$ cat config.mk
export PLATFORM = sky130hd
export DESIGN_NAME = scan_tap
export DESIGN_NICKNAME = d
export VERILOG_FILES = /design/src/core/scan_tap_pkg.sv /design/src/core/scan_tap.sv
export SDC_FILE = /design/constraint.sdc
export NUM_CORES = 1
export LEC_CHECK = 0
export CAP_MARGIN = 25
export CORE_ASPECT_RATIO = 1.75
export CORE_MARGIN = 2
export CORE_UTILIZATION = 60
export CTS_BUF_LIST = sky130_fd_sc_hd__clkbuf_8
export CTS_CLUSTER_SIZE = 10
export DETAILED_ROUTE_END_ITERATION = 7
export DONT_BUFFER_PORTS = 1
export MAX_ROUTING_LAYER = met4
export PLACE_DENSITY = 0.77
export SYNTH_ARGS = -nofsm -noshare
export SYNTH_HDL_FRONTEND = slang
export SYNTH_SLANG_ARGS = --single-unit
$ cat constraint.sdc
create_clock -name clk_i -period 2.1 [get_ports clk_i]
set_input_delay 0.105 -clock clk_i [delete_from_list [all_inputs] [get_ports clk_i]]
set_output_delay 0.105 -clock clk_i [all_outputs]
set_load 0.01 [all_outputs]
$ cat src/core/scan_tap_pkg.sv
// shared types and constants for the scan test access port
package scan_tap_pkg;

	localparam int IR_W = 8;
	localparam int DR_W = 8;
	localparam int SYNC_W = 3;
	localparam logic [IR_W-1:0] IR_CAPTURE_VAL = 8'h81;
	localparam logic [IR_W-1:0] IR_BYPASS = 8'hff;
	localparam logic [IR_W-1:0] IR_RESET_VAL = 8'hff;
	localparam logic [DR_W-1:0] DR_RESET_VAL = 8'h00;
	localparam logic BYPASS_CAPTURE_VAL = 1'b0;

	typedef enum logic [3:0] {
		TEST_LOGIC_RESET,
		RUN_TEST_IDLE,
		SELECT_DR_SCAN,
		CAPTURE_DR,
		SHIFT_DR,
		EXIT1_DR,
		PAUSE_DR,
		EXIT2_DR,
		UPDATE_DR,
		SELECT_IR_SCAN,
		CAPTURE_IR,
		SHIFT_IR,
		EXIT1_IR,
		PAUSE_IR,
		EXIT2_IR,
		UPDATE_IR
	} tap_state_e;

	// raw port pins as sampled by the system clock
	typedef struct packed {
		logic tck;
		logic tms;
		logic tdi;
	} pins_s;

	typedef struct packed {
		pins_s [SYNC_W-1:0] sync;
		logic tck_lvl;
		tap_state_e state;
		logic [IR_W-1:0] ir_shift;
		logic [IR_W-1:0] ir_active;
		logic bypass_bit;
		logic [DR_W-1:0] dr_shift;
		logic [DR_W-1:0] dr_parallel;
		logic tdo;
		logic tdo_oe;
	} tap_regs_s;

endpackage

$ cat src/core/scan_tap.sv
// test access port: state machine, instruction, bypass and data registers
//
// Notes on behaviour
// - entering instruction shift turns the serial output on at the falling edge; first bit enters at the next rise.
// - in instruction shift one bit enters the 8-bit instruction register per rising edge.
// - an instruction scan sends out the captured pattern 10000001, low end first, as new bits enter.
// - the last instruction bit shifts on the rise that moves instruction shift to its first exit state.
// - on the falling edge after either shift state is left the serial output goes high impedance.
// - instruction update loads the shifted value on the falling edge; all ones selects bypass.
// - with bypass active the bypass bit captures zero on the rise leaving data capture.
// - entering data shift turns the serial output on at the falling edge; first bit enters at the next rise.
// - in bypass the port is a one-stage delay, the captured zero leading the shifted bits.
// - data update moves shifted data into the selected register's parallel stage on the falling edge.
// - serial and mode inputs are sampled on rising edges; serial output changes only on falling edges.
`timescale 1ns/1ps
module scan_tap
	import scan_tap_pkg::*;
(
	input wire logic clk_i,
	input wire logic sys_rst_i,
	input wire logic tck_i,
	input wire logic tms_i,
	input wire logic tdi_i,
	output logic tdo_o,
	output logic tdo_oe_o,
	output logic [IR_W-1:0] ir_active_o,
	output logic [DR_W-1:0] dr_parallel_o
);

	tap_regs_s r_q;
	tap_regs_s r_d;

	// sixteen-state walk, advanced only by a rising test clock
	function automatic tap_state_e next_state(input tap_state_e s, input logic tms);
		tap_state_e n;
		n = s;
		// each state has two exits, picked by mode select at the rise
		case (s)
			// parked in reset while mode stays high
			TEST_LOGIC_RESET: begin
				if (tms) begin
					n = TEST_LOGIC_RESET;
				end else begin
					n = RUN_TEST_IDLE;
				end
			end
			// idle between scans
			RUN_TEST_IDLE: begin
				if (tms) begin
					n = SELECT_DR_SCAN;
				end else begin
					n = RUN_TEST_IDLE;
				end
			end
			// data scan, or move on towards instructions
			SELECT_DR_SCAN: begin
				if (tms) begin
					n = SELECT_IR_SCAN;
				end else begin
					n = CAPTURE_DR;
				end
			end
			// data register loaded; shift or leave early
			CAPTURE_DR: begin
				if (tms) begin
					n = EXIT1_DR;
				end else begin
					n = SHIFT_DR;
				end
			end
			// one data bit per rise until mode goes high
			SHIFT_DR: begin
				if (tms) begin
					n = EXIT1_DR;
				end else begin
					n = SHIFT_DR;
				end
			end
			// first data exit: update or pause
			EXIT1_DR: begin
				if (tms) begin
					n = UPDATE_DR;
				end else begin
					n = PAUSE_DR;
				end
			end
			// data scan held, register frozen
			PAUSE_DR: begin
				if (tms) begin
					n = EXIT2_DR;
				end else begin
					n = PAUSE_DR;
				end
			end
			// second data exit: update or resume shifting
			EXIT2_DR: begin
				if (tms) begin
					n = UPDATE_DR;
				end else begin
					n = SHIFT_DR;
				end
			end
			// data update, then another scan or idle
			UPDATE_DR: begin
				if (tms) begin
					n = SELECT_DR_SCAN;
				end else begin
					n = RUN_TEST_IDLE;
				end
			end
			// instruction scan, or fall back to reset
			SELECT_IR_SCAN: begin
				if (tms) begin
					n = TEST_LOGIC_RESET;
				end else begin
					n = CAPTURE_IR;
				end
			end
			// fixed pattern loaded; shift or leave early
			CAPTURE_IR: begin
				if (tms) begin
					n = EXIT1_IR;
				end else begin
					n = SHIFT_IR;
				end
			end
			// one instruction bit per rise until mode goes high
			SHIFT_IR: begin
				if (tms) begin
					n = EXIT1_IR;
				end else begin
					n = SHIFT_IR;
				end
			end
			// first instruction exit: update or pause
			EXIT1_IR: begin
				if (tms) begin
					n = UPDATE_IR;
				end else begin
					n = PAUSE_IR;
				end
			end
			// instruction scan held, register frozen
			PAUSE_IR: begin
				if (tms) begin
					n = EXIT2_IR;
				end else begin
					n = PAUSE_IR;
				end
			end
			// second instruction exit: update or resume shifting
			EXIT2_IR: begin
				if (tms) begin
					n = UPDATE_IR;
				end else begin
					n = SHIFT_IR;
				end
			end
			// instruction update, then a data scan or idle
			UPDATE_IR: begin
				if (tms) begin
					n = SELECT_DR_SCAN;
				end else begin
					n = RUN_TEST_IDLE;
				end
			end
			// unused codes recover through reset
			default: begin
				n = TEST_LOGIC_RESET;
			end
		endcase
		return n;
	endfunction

	// all next-state logic; edges of the test clock are found from the synchroniser
	always_comb begin
		logic stable;
		logic tck_rise;
		logic tck_fall;
		logic tms_s;
		logic tdi_s;
		logic is_bypass;
		stable = 1'b0;
		tck_rise = 1'b0;
		tck_fall = 1'b0;
		tms_s = 1'b0;
		tdi_s = 1'b0;
		is_bypass = 1'b0;
		r_d = r_q;

		// stage 0 feeds stage 1 only; stages 1 and 2 must agree before a change counts
		// a test clock phase under two system clocks may be lost, so each phase
		// of tck should last at least two system clocks
		r_d.sync[0] = '{tck: tck_i, tms: tms_i, tdi: tdi_i};
		r_d.sync[1] = r_q.sync[0];
		r_d.sync[2] = r_q.sync[1];
		stable = (r_q.sync[1].tck == r_q.sync[2].tck);
		tck_rise = stable && r_q.sync[2].tck && !r_q.tck_lvl;
		tck_fall = stable && !r_q.sync[2].tck && r_q.tck_lvl;
		if (stable) begin
			r_d.tck_lvl = r_q.sync[2].tck;
		end
		// pins travel the same depth as the clock, so they are the values at its edge
		tms_s = r_q.sync[2].tms;
		tdi_s = r_q.sync[2].tdi;
		// only the all-ones code selects bypass; any other picks the data register
		is_bypass = (r_q.ir_active == IR_BYPASS);

		// rising edge: sample inputs, capture and shift, advance the machine
		if (tck_rise) begin
			r_d.state = next_state(r_q.state, tms_s);
			case (r_q.state)
				CAPTURE_IR: begin
					r_d.ir_shift = IR_CAPTURE_VAL;
				end
				SHIFT_IR: begin
					// the bit shifts even on the rise into the exit state
					r_d.ir_shift = {tdi_s, r_q.ir_shift[IR_W-1:1]};
				end
				CAPTURE_DR: begin
					if (is_bypass) begin
						r_d.bypass_bit = BYPASS_CAPTURE_VAL;
					end else begin
						// other codes reload the shift stage from the parallel stage
						r_d.dr_shift = r_q.dr_parallel;
					end
				end
				SHIFT_DR: begin
					if (is_bypass) begin
						// one flip-flop deep, so each bit leaves one clock later
						r_d.bypass_bit = tdi_s;
					end else begin
						r_d.dr_shift = {tdi_s, r_q.dr_shift[DR_W-1:1]};
					end
				end
				default: begin
				end
			endcase
		end

		// falling edge: drive the serial output and update parallel stages
		if (tck_fall) begin
			case (r_q.state)
				SHIFT_IR: begin
					// low end leaves first, one bit per fall
					r_d.tdo_oe = 1'h1;
					r_d.tdo = r_q.ir_shift[0];
				end
				SHIFT_DR: begin
					r_d.tdo_oe = 1'b1;
					r_d.tdo = is_bypass ? r_q.bypass_bit : r_q.dr_shift[0];
				end
				UPDATE_IR: begin
					r_d.tdo_oe = 1'b0;
					// an all-ones code turns on bypass from this fall
					r_d.ir_active = r_q.ir_shift;
				end
				UPDATE_DR: begin
					r_d.tdo_oe = 1'b0;
					// bypass has no parallel stage, so the data register keeps its value
					if (!is_bypass) begin
						r_d.dr_parallel = r_q.dr_shift;
					end
				end
				TEST_LOGIC_RESET: begin
					// back to bypass so a stray scan cannot misfire
					r_d.tdo_oe = 1'h0;
					r_d.ir_active = IR_RESET_VAL;
				end
				default: begin
					r_d.tdo_oe = 1'b0;
				end
			endcase
		end
	end

	// single state register; reset leaves the port idle in test-logic-reset
	// tck level restarts low like the idle pin, so no false edge follows reset
	always_ff @(posedge clk_i) begin
		if (sys_rst_i) begin
			r_q <= '{
				sync: '0,
				tck_lvl: 1'b0,
				state: TEST_LOGIC_RESET,
				ir_shift: IR_RESET_VAL,
				ir_active: IR_RESET_VAL,
				bypass_bit: BYPASS_CAPTURE_VAL,
				dr_shift: DR_RESET_VAL,
				dr_parallel: DR_RESET_VAL,
				tdo: 1'b0,
				tdo_oe: 1'b0
			};
		end else begin
			r_q <= r_d;
		end
	end

	// outputs straight from the state register
	// tdo keeps its last level while disabled; the pad, not this block, floats it
	assign tdo_o = r_q.tdo;
	assign tdo_oe_o = r_q.tdo_oe;
	assign ir_active_o = r_q.ir_active;
	assign dr_parallel_o = r_q.dr_parallel;

endmodule

Word-level counts from Yosys, hierarchy flattened
Index checks and enable logic that the tools add are counted.
{ "classes": {"addsub": 0, "mul": 0, "n_div": 0, "order_cmp": 0, "eq_ne": 21, "n_shift": 0, "n_mux": 23, "bitwise": 1, "reduce_logical": 21} }
{ "ops": {"columns": ["op", "n"], "rows": [
  ["$pmux W4 S12", 1],
  ["$eq A4 B4 Y1 const B", 8],
  ["$pmux W8 S2", 2],
  ["$pmux W9 S2", 1],
  ["$eq A4 B3 Y1 const B", 4],
  ["$mux W4", 4],
  ["$mux W8", 2],
  ["$eq A4 B2 Y1 const B", 2],
  ["$eq A8 B8 Y1 const B", 1],
  ["$ne A2 B2 Y1 const B", 4],
  ["$reduce_and A4 Y1", 2],
  ["$reduce_bool A2 Y1", 4],
  ["$mux W1", 7],
  ["$mux W2", 3],
  ["$mux W3", 2],
  ["$reduce_and A2 Y1", 3],
  ["$reduce_or A2 Y1", 3],
  ["$eq A4 B1 Y1 const B", 1],
  ["$logic_and A1 B1 Y1", 4],
  ["$logic_not A4 Y1", 1],
  ["$reduce_and A3 Y1", 1],
  ["$reduce_or A3 Y1", 1],
  ["$logic_not A1 Y1", 2],
  ["$pmux W1 S2", 1],
  ["other kinds (2)", 2]
]} }
{ "word_totals": {"register_bits": 49, "latch_bits": 0, "ramBits": 0, "rom_bits": 0, "word_cells": 84, "n_memories": 0} }

Longest topological paths before layout
Gate-level depths: netlist of run 1.
{ "depth": {"depth_word": 4, "mapped_depth": 7, "ltp_nobuf": 6} }

Worst setup path after synthesis of run 1
Ideal clock, no wire load.
{ "synth_timing": {"path_type": "reg-to-reg", "startpoint": "register r_q[36] (netlist bit)", "endpoint": "register r_q[16] (netlist bit)", "arrival_time_ps": 1627, "required_time_ps": 2012, "path_slack_ps": 384, "path_stages_with_launch": 7, "cell_sequence": "dfxtp_1 > buf_6 > or3b_4 > a211oi_4 > buf_6 > a21oi_2 > a311oi_2"} }
{ "synth_between": {"elab_chain_cells": 3} }
{ "synth_rtl": {"columns": ["element", "line_no", "text"], "rows": [
  ["from (decl)", "scan_tap.sv:30", "tap_regs_s r_q;"],
  ["from (signal assigned)", "scan_tap.sv:281", "r_q <= '{"],
  ["from (signal assigned)", "scan_tap.sv:294", "r_q <= r_d;"],
  ["$eq A4 B2 Y1 / $eq A4 B3 Y1 (equally long branches)", "scan_tap.sv:212", "case (r_q.state)"],
  ["$ne A2 B2 Y1 (no line) / $reduce_bool A2 Y1 (equally long branches)", null, null],
  ["$reduce_and A4 Y1 (no line)", null, null]
]} }
Several ways; a longest one is shown, not always the timed one.
A chain may end at the register's enable or synchronous reset.

Worst setup path after layout of run 1
{ "layout_timing": {"startpoint": "register r_q[37] (netlist bit)", "endpoint": "register r_q[11] (netlist bit)"} }
Same word-level chain as after synthesis.

==> qor.yml, run 1 <==
power:
  fin_total_pwr_uw: 1690
  pwr_density_cell_mw_per_mm2: 708
  static-leakage-power_uw: 0.000862
  vdd_drop_max_uv: 778
floorplan:
  std_cell_rows: 29
  floorplan.die_area_mm2: 0.00435
  start_util_pct: 63.2
  floorplan.die.width_um: 50.7
  core_area_mm2: 0.00363
  io-pin-count: 23
  die_h_um: 85.8
timing:
  min_period_over_period_pct: 86.9
  unrepaired_setup_endpoints_after_global_routing: "false"
  worst_setup_skew_after_layout_ps: 8.84
  max_freq_mhz: 548
  final.setup.tns_ps: 0
  final_period_minus_worst_setup_slack_ps: 1830
  worst_pin_slew_ps: 634
  slew_headroom_pct: 57.6
  final-setup-viol-count: 0
  final_hold_viol_count: 0
  maxSlewViolCount: 0
layout:
  final_cell_mix: "dfxtp_1, nor2_1, a21oi_1"
  insertedDiodeCount: 0
  area_delta_synth_final_pct: 4.09
  fin_cells: 282
  finish.net_count: 242
  drive_gt1_share_pct: 13.1
  final_common_cell: "dfxtp_1"
synth:
  mappedNetlistNets: 256
  ys.warnings.count: 0
  synthesis.area_mm2: 0.00229
  top_reg_cell_synth: "dfxtp_1"
  synth_cell_type_count: 46
  synth.ff_latch_count: 49
  post_synth.cell_area_avg_um2: 9.21
  synth-edff-count: 0
  ys_seq_area_share_pct: 42.8
  synthesis.instances: 249
  postSynth.asyncResetShare_pct: 0
clocking:
  path_clk_slew_ps: 90
  post-cts-setup-buffer-count: 0
  cts.htree.levels: 2
  max-clock-path-buffers: 2
  clock-root-buffer: "clkbuf_8"
  clock_latency_ps: 310
  clock_sink_count: 49
  clock_tree_from_tritoncts: "yes"
  cts_buffers: 5
place:
  gp_congestion: 0.910
  hpwlAfterDp_um: 2910
  placed_cells: 270
  buffer_ports.inserted: 0
setup_path:
  startpoint_type: "flip-flop"
  required_time_reported_for_the_critical_path_endpoint_ps: 2310
  worstSetupEndpointType: "flip-flop"
  timing.critical_path.arrival_ps: 2040
  worst-setup-path-type: "reg2reg"
  worst-path-max-fanout: 18
grt:
  first_pass_grt_wire_length_um: 7570
  grt_use_total_pct: 23.0
  global_route.overflow_total: 0
  pin_count_of_the_biggest_net_entering_global_routing: 50
  first_global_vias: 1627
  antenna_found_initial: 0
detailed_routing:
  drt.antenna.violating_nets: 0
  detail_route.first_pass.iterations: 4
  drt-initial-drc-count: 27
  drt-wirelength-per-cell_um: 15.5
  drcViolationCount: 0
  route.final.wire_length_um: 4370
  routed-via-count: 1676
  vias_per_cell: 5.94
run_status:
  status: "complete, no violations"
hold_path:
  worst_hold_path_type: "in2reg"
flow_run:
  cap_viol_max_count: 0
[layout make-up]
type / instances / area, um^2
clock inverters: 3 / 43.8
fillers: 323 / 1240
well taps: 46 / 57.6
multi-input cells: 157 / 1070
flip-flops and latches: 49 / 981
clock buffers: 5 / 68.8
repair buffers: 16 / 140
inverters: 6 / 22.5
[routing by layer]
layer  wire (um)  global-route usage [%]
met5           0                       -
met4          72                    8.11
met3         142                    4.53
met2        2240                    39.2
met1        1920                    26.6
[cell usage after synthesis, drive strengths merged (2+ instances only)]
master,n,area (um^2)
nor2,27,101
nand2,3,11.3
nand4,5,31.3
nand2b,3,18.8
a221o,6,60.1
ha,2,25.0
o211ai,2,20.0
nand3b,3,22.5
buf,25,178
clkbuf,12,45.0
nand3,4,20.0
a21oi,23,123
a211oi,2,27.5
mux2i,17,170
o32ai,2,17.5
and4b,2,20.0
inv,6,22.5
nor3b,2,15.0
dfxtp,49,981
o21bai,3,22.5
or3b,2,20.0
nor3,9,45.0
a311oi,9,85.1
nor2b,12,75.1
o21ai,6,30.0
[worst max-delay path: stages, from the launching register on]
cell      delay [ps]
dfxtp_1          460
or3b_4           420
a211oi_4         230
buf_4            250
a21oi_1          110
a311oi_1         270
[report_power, final]
group	switching (uW)	internal [uW]	total, uW
clock network	321	357	678
registers	10.3	937	948
logic	35.7	29.1	64.8
[state kept, by name, indices dropped and copies added, names as in the netlist]
signal,flops
tdo_oe_o,1
r_d,6
ir_active_o,8
r_q,25
dr_parallel_o,8
tdo_o,1
[what timing repair did]
action                                 in CTS  in global routing
gates resized for setup                     0                  0
endpoints found under the hold margin      48                  0
hold buffers                                4                  0
[cell families (layout without fill, tap and decap cells)]
kind of cell,after synthesis,in the layout,synth area share [%]
simple gates,77,77,18.3
buf+inv,43,30,10.7
flops,49,49,42.8
xor+xnor,1,1,0.382
mux,17,17,7.42
fa+ha+maj,2,2,1.09
compound gates,60,60,19.4
[per-stage QoR]
| stage | setup slack (ps) | utilization [%] | cell area [um^2] | hold WS, ps |
|---|---|---|---|---|
| 3_5_place_dp | 311 | 61.3 | 2220 | 185 |
| 2_1_floorplan | 384 | - | 2290 | 233 |
| 3_3_place_gp | 400 | 61.3 | 2220 | 180 |
| 4_1_cts | 286 | 65.8 | 2390 | 39.5 |
| 5_1_grt | 182 | 65.8 | 2390 | 61.5 |
| 6_report | 275 | 65.8 | 2390 | 39.4 |
[worst paths after layout]
kind              cells past startpoint       to       from  slack [ps]
setup / recovery                      5  r_q[11]    r_q[37]         270
hold / removal                        2  r_q[38]  sys_rst_i          40
setup reg to reg                      5  r_q[11]    r_q[37]         270
hold reg to reg                       1  r_d[46]    r_d[43]         450
(Power assumes the default switching activity.)
==> run 2, diff against run 1 <==
MAX_ROUTING_LAYER = default   (was met4)
clock period = 1.88 ns   (was 2.1 ns; I/O delays follow)
==> run 2 against run 1 <==
Clock power down 3.7%; non-clock buffer count increased by 2; utilization is 0.069 points lower; clock skew is 0.51 ps higher; sequential power grew 11%; critical endpoint is now r_q[13]; largest cell class unchanged; critical path depth stayed put; sequential share of layout area about the same; wire length hardly changed; highest routed layer unchanged.
==> qor.yml, run 2 (same netlist as run 1, synthesis figures left out) <==
layout:
  fillers: 318  # -1.5%
  finish.net_count: 244  # +0.83%
  area_delta_synth_final_pct: 3.98
  final_common_cell: "dfxtp_1"
  final_cell_mix: "dfxtp_1, nor2_1, a21oi_1"
  fin_cells: 284  # +0.71%
  largest_register_ffs: 25  # unchanged
  insertedDiodeCount: 0  # unchanged
  largest_register: "r_q"
  post-route-cell-area_mm2: 0.00238  # -0.10%
  drive_gt1_share_pct: 13.9  # +0.73 points
  utilization_pct: 65.7  # -0.069 points
place:
  buffer_ports.inserted: 0  # unchanged
  placed_cells: 272  # +0.74%
  hpwlAfterDp_um: 2980  # +2.6%
  gp_congestion: 0.897  # -1.5%
  postPlaceCellArea_mm2: 0.00224  # +0.68%
clocking:
  max-clock-path-buffers: 2  # unchanged
  clock_tree_from_tritoncts: "yes"
  cts.htree.levels: 2  # unchanged
  clock-root-buffer: "clkbuf_8"
  clock_latency_ps: 310  # about the same
  post_cts_resized: 0  # unchanged
  cts_buffers: 5  # unchanged
  path_clk_slew_ps: 100  # about the same
  clock_sink_count: 49  # unchanged
setup_path:
  timing.critical_path.arrival_ps: 1970  # -70 ps
  worst-setup-path-type: "reg2reg"
  worst-path-max-fanout: 10  # -8
  startpoint_type: "flip-flop"
  required_time_reported_for_the_critical_path_endpoint_ps: 2100  # -210 ps
  worst_r2r_path_depth: 5  # unchanged
  timing.critical_path.slowest_cell_delay_ps: 460  # about the same
  cpLargestDelayFamily: "compound AO/OA/AOI/OAI gates"
  worst-path-buf-inv: 1  # unchanged
  worstSetupEndpointType: "flip-flop"
  critical_path_cell_count: 5  # unchanged
  cpMaxStageDelayCell: "dfxtp_1"
  worstPathCellList: "or3b_4 -> a211oi_4 -> buf_4 -> a21oi_1 -> a311oi_1"
detailed_routing:
  drt-initial-drc-count: 40  # +48%
  routed-via-count: 1680  # +0.24%
  detail_route.first_pass.iterations: 4  # unchanged
  drt-wirelength-per-cell_um: 15.4  # -0.75%
  vias_per_cell: 5.92  # -0.47%
  drt.antenna.violating_nets: 0  # unchanged
  route.final.wire_length_um: 4370  # about the same
  drcViolationCount: 0  # unchanged
timing:
  timing.hold.ws_ps: 19.3  # -20.2 ps
  final_hold_viol_count: 0  # unchanged
  min_period_over_period_pct: 93.1  # +6.1 points
  maxSlewViolCount: 0  # unchanged
  final-setup-viol-count: 0  # unchanged
  worst_pin_slew_ps: 625  # -8.58 ps
  final_period_minus_worst_setup_slack_ps: 1750  # -76.1 ps
  slew_headroom_pct: 58.2  # +0.57 points
  worst_setup_skew_after_layout_ps: 9.36  # +0.514 ps
  max_freq_mhz: 572  # +4.4%
  final.setup.tns_ps: 0  # unchanged
  unrepaired_setup_endpoints_after_global_routing: "false"
floorplan:
  io-pin-count: 23  # unchanged
  floorplan.die.width_um: 50.7  # unchanged
  std_cell_rows: 29  # unchanged
  floorplan.die_area_mm2: 0.00435  # unchanged
  start_util_pct: 63.2  # unchanged
  core_area_mm2: 0.00363  # unchanged
  die_h_um: 85.8  # unchanged
power:
  static-leakage-power_uw: 0.000857  # -0.62%
  vdd_drop_max_uv: 631  # -19%
  pwr_density_cell_mw_per_mm2: 748  # +5.6%
grt:
  first_global_vias: 1669  # +2.6%
  global_route.overflow_total: 0  # unchanged
  grt_use_total_pct: 22.8  # -0.26 points
  pin_count_of_the_biggest_net_entering_global_routing: 50  # unchanged
  first_pass_grt_wire_length_um: 7650  # +1.1%
  antenna_found_initial: 0  # unchanged
hold_path:
  hold_depth: 2  # unchanged
  worst_hold_path_type: "in2reg"
flow_run:
  cap_viol_max_count: 0  # unchanged
run_status:
  status: "complete, no violations"
run 2: changes by cell type in the layout (fill, tap and decap cells not counted), sizes merged:
| cell | previous run | this run |
|---|---|---|
| bufinv | 1 | 0 |
| buf | 13 | 15 |
| clkinv | 1 | 0 |
| clkinvlp | 0 | 2 |
run 2: final timing paths:
path	slack, ps	startpoint	end
worst min register to register	440	r_d[46]	r_q[46]
worst min-delay path	20	sys_rst_i	r_q[38]
worst max-delay path	130	r_q[37]	r_q[13]
worst max register to register	130	r_q[37]	r_q[13]
run 2: timing repair:
item,CTS,global route
hold buffers,4,0
buffers inserted,0,0
endpoints found under the hold margin,48,0
run 2: per-stage QoR:
step                power [uW]  setup WS [ps]
floorplan                 1130            164
global placement          1130            212
detailed placement        1130            168
CTS                       1790            136
global route              1840           23.3
finish                    1780            131
run 2: cell type report:
class	instances	area [um^2]	share of cell area (%)
inverters	6	22.5	0.944
clock inverters	3	26.3	1.10
flip-flops and latches	49	981	41.1
repair buffers	18	155	6.51
clock buffers	5	68.8	2.89
multi-input cells	157	1070	45.0
well taps	46	57.6	2.41
run 2: metal layers:
layer  share of wire [%]  vias up  global-route usage [%]  routed length [um]
li1                    -      851                       -                   -
met1                  42      793                    28.0                1860
met2                  53       29                    38.4                2300
met3                 3.2        7                    4.70                 141
met4                 1.6        0                    9.09                  69
met5                   0        -                       0                   0
run 2: where the power goes:
part | leakage [uW] | internal, uW | switching [uW] | total [uW]
Clock | 0.0000423 | 271 | 382 | 653
Sequential | 0.000397 | 1050 | 7.63 | 1050
Combinational | 0.000418 | 32.5 | 42.4 | 74.9
run 2: worst reg2reg max path, delay by kind of cell (launching register included):
family	cells	cell delay (ps)
AOI/OAI and AO/OA	3	570
DFF	1	460
and+or+nand+nor	1	430
buffers and inverters	1	200
==> run 3, diff against run 2 <==
ABC_AREA = 1   (was default)
CORE_UTILIZATION = 30   (was 60)
PLACE_DENSITY = 0.45   (was 0.77)
==> run 3 against run 2 <==
Critical endpoint is now ir_active_o[7]; critical path depth rose by 3; largest power group unchanged; utilization fell by 33 points; wire length rose by 21%; die area rose by 95%; combinational power fell by 6.5%; maximum frequency rose by 11%; via count rose by 12%; non-clock buffer count fell by 11.
==> qor.yml, run 3 <==
synth:
  postSynth.asyncResetShare_pct: 0  # unchanged
  synth.ff_latch_count: 49  # unchanged
  ys_seq_area_share_pct: 42.2  # -0.53 points
  synth-edff-count: 0  # unchanged
  top_reg_cell_synth: "dfxtp_1"
  yosysMostFrequentCell: "nand2_1"
  synth_top_area_share_pct: 42.2  # -0.53 points
  synth_cell_type_count: 27  # -41%
  synth.largest_area_cell: "dfxtp_1"
  mappedNetlistNets: 327  # +28%
  post_synth.cell_area_avg_um2: 7.26  # -21%
  synthesis.area_mm2: 0.00232  # +1.3%
  netlist_top_cells_area: "dfxtp_1, nand2_1, o21ai_0"
  most_instantiated_cells_after_synthesis: "nand2_1, dfxtp_1, inv_1"
  ys.warnings.count: 0  # unchanged
  synthesis.instances: 320  # +29%
grt:
  antenna_found_initial: 0  # unchanged
  grt_use_total_pct: 13.3  # -9.5 points
  top_usage_layer: "met2"
  first_global_vias: 1766  # +5.8%
  global_route.usage.met1_pct: 12.5  # -15 points
  first_pass_grt_wire_length_um: 8540  # +12%
  gr-usage-met3_pct: 3.17  # -1.5 points
  global_route.overflow_total: 0  # unchanged
  use_met2_pct: 24.1  # -14 points
  pin_count_of_the_biggest_net_entering_global_routing: 28  # -44%
floorplan:
  floorplan.die_area_mm2: 0.00849  # +95%
  std_cell_rows: 42  # +45%
  start_util_pct: 30.9  # -32 points
  die_h_um: 120  # +40%
  io-pin-count: 23  # unchanged
  core_area_mm2: 0.00751  # +110%
  floorplan.die.width_um: 70.5  # +39%
timing:
  min_period_over_period_pct: 84.0  # -9.1 points
  max_freq_mhz: 633  # +11%
  worst_setup_skew_after_layout_ps: 18.1  # +8.77 ps
  final_hold_viol_count: 0  # unchanged
  timing.final.ws_setup_ps: 301  # +171 ps
  final.setup.tns_ps: 0  # unchanged
  worst_pin_slew_ps: 682  # +56.7 ps
  final-setup-viol-count: 0  # unchanged
  slew_headroom_pct: 54.5  # -3.7 points
  maxSlewViolCount: 0  # unchanged
  unrepaired_setup_endpoints_after_global_routing: "false"
  final_period_minus_worst_setup_slack_ps: 1580  # -171 ps
run_status:
  status: "complete, no violations"
setup_path:
  required_time_reported_for_the_critical_path_endpoint_ps: 2160  # +60 ps
  timing.critical_path.arrival_ps: 1850  # -120 ps
  worst-path-buf-inv: 2  # +1
  worst-setup-path-type: "reg2reg"
  timing.critical_path.slowest_cell_delay_ps: 480  # +20 ps
  cpLargestDelayFamily: "simple AND/OR/NAND/NOR gates"
  worstPathCellList: "nand2_1 -> inv_1 -> nand2_1 -> nand2_1 -> nand2_2 -> inv_1 -> o21ai_0 -> nand2_1"
  startpoint_type: "flip-flop"
  worst-path-max-fanout: 9  # -1
  worstSetupEndpointType: "flip-flop"
  cpMaxStageDelayCell: "dfxtp_1"
  critPathMostFrequentCell: "nand2_1"
place:
  dp_slack_ps: 271  # +103 ps
  postPlaceCellArea_mm2: 0.00228  # +1.8%
  gp_congestion: 0.890  # -0.79%
  hpwlAfterDp_um: 3850  # +29%
  buffer_ports.inserted: 0  # unchanged
detailed_routing:
  drt.antenna.violating_nets: 0  # unchanged
  route.final.wire_length_um: 5290  # +21%
  drcViolationCount: 0  # unchanged
  vias_per_cell: 4.70  # -21%
  drt-wirelength-per-cell_um: 13.2  # -14%
  drt-initial-drc-count: 39  # -2.5%
  detail_route.first_pass.iterations: 4  # unchanged
  routed-via-count: 1874  # +12%
power:
  pwr_density_cell_mw_per_mm2: 736  # -1.6%
  vdd_drop_max_uv: 359  # -43%
  static-leakage-power_uw: 0.00103  # +20%
clocking:
  clock-root-buffer: "clkbuf_8"
  post-cts-setup-buffer-count: 0  # unchanged
  clock_tree_from_tritoncts: "yes"
  cts.htree.levels: 2  # unchanged
  max-clock-path-buffers: 2  # unchanged
  clock_latency_ps: 320  # about the same
  cts_buffers: 5  # unchanged
  path_clk_slew_ps: 110  # about the same
  clock_sink_count: 49  # unchanged
layout:
  insertedDiodeCount: 0  # unchanged
  largest_register: "r_q"
  post-route-cell-area_mm2: 0.00243  # +1.9%
  finish.net_count: 317  # +30%
  largest_register_ffs: 25  # unchanged
  area_delta_synth_final_pct: 4.63
  final_cell_mix: "nand2_1, dfxtp_1, inv_1"
  final_common_cell: "nand2_1"
  drive_gt1_share_pct: 12.2  # -1.6 points
hold_path:
  worst_hold_path_type: "in2reg"
flow_run:
  cap_viol_max_count: 0  # unchanged
run 3: cell types whose count changed in the layout (fill, tap and decap cells not counted), sizes merged, moves of 12 or more:
| cell | before | now |
|---|---|---|
| nand2 | 3 | 67 |
| inv | 7 | 48 |
| o21ai | 6 | 44 |
| mux2i | 17 | 0 |
| a21oi | 23 | 39 |
| buf | 15 | 3 |
| nor2b | 12 | 0 |
run 3: cell type report:
cell class | instances | area, um^2
well taps | 88 | 110
clock inverters | 3 | 25.0
fillers | 837 | 5080
inverters | 47 | 176
clock buffers | 5 | 68.8
multi-input cells | 200 | 998
flip-flops and latches | 49 | 981
repair buffers | 7 | 70.1
run 3: report_power, final:
| part | leakage (uW) | total (uW) | internal [uW] | switching, uW |
|---|---|---|---|---|
| registers | 0.000397 | 1060 | 1050 | 8.11 |
| clock network | 0.0000447 | 661 | 269 | 392 |
| logic | 0.000587 | 70.0 | 23.2 | 46.8 |
run 3: cell families (layout without fill, tap and decap cells):
kind of cell / count (synthesis) / count (layout) / synth area share [%]
DFF: 49 / 49 / 42.2
buffers and inverters: 71 / 62 / 14.8
adders and majority gates: 2 / 2 / 1.08
and+or+nand+nor: 112 / 112 / 20.7
AOI/OAI and AO/OA: 86 / 86 / 21.2
run 3: routing by layer:
metal	wire length, um	up-vias
li1	-	978
met1	2030	851
met2	2790	29
met3	158	16
met4	311	0
met5	0	-
run 3: per-stage QoR:
| step | hold WS, ps | instances | utilization [%] | total power (uW) |
|---|---|---|---|---|
| 6_report | 263 | 399 | 32.3 | 1790 |
| 5_1_grt | 304 | 399 | 32.3 | 1870 |
| 4_1_cts | 261 | 398 | 32.1 | 1820 |
| 3_5_place_dp | 169 | 386 | 30.4 | 1130 |
| 3_3_place_gp | 167 | 386 | 30.4 | 1130 |
| 2_1_floorplan | 201 | 320 | - | 1130 |
run 3: path summary, 6_finish.rpt:
kind	start	slack, ps	cells after the start	endpoint
worst max-delay path	r_q[38]	300	8	ir_active_o[7]
worst min-delay path	sys_rst_i	260	2	r_q[31]
worst max register to register	r_q[38]	300	8	ir_active_o[7]
worst min register to register	r_d[43]	410	2	r_d[46]
run 3: timing repair:
item	4_1_cts	5_1_grt
resized for setup	0	0
hold buffers	4	0
hold endpoints to repair	27	0
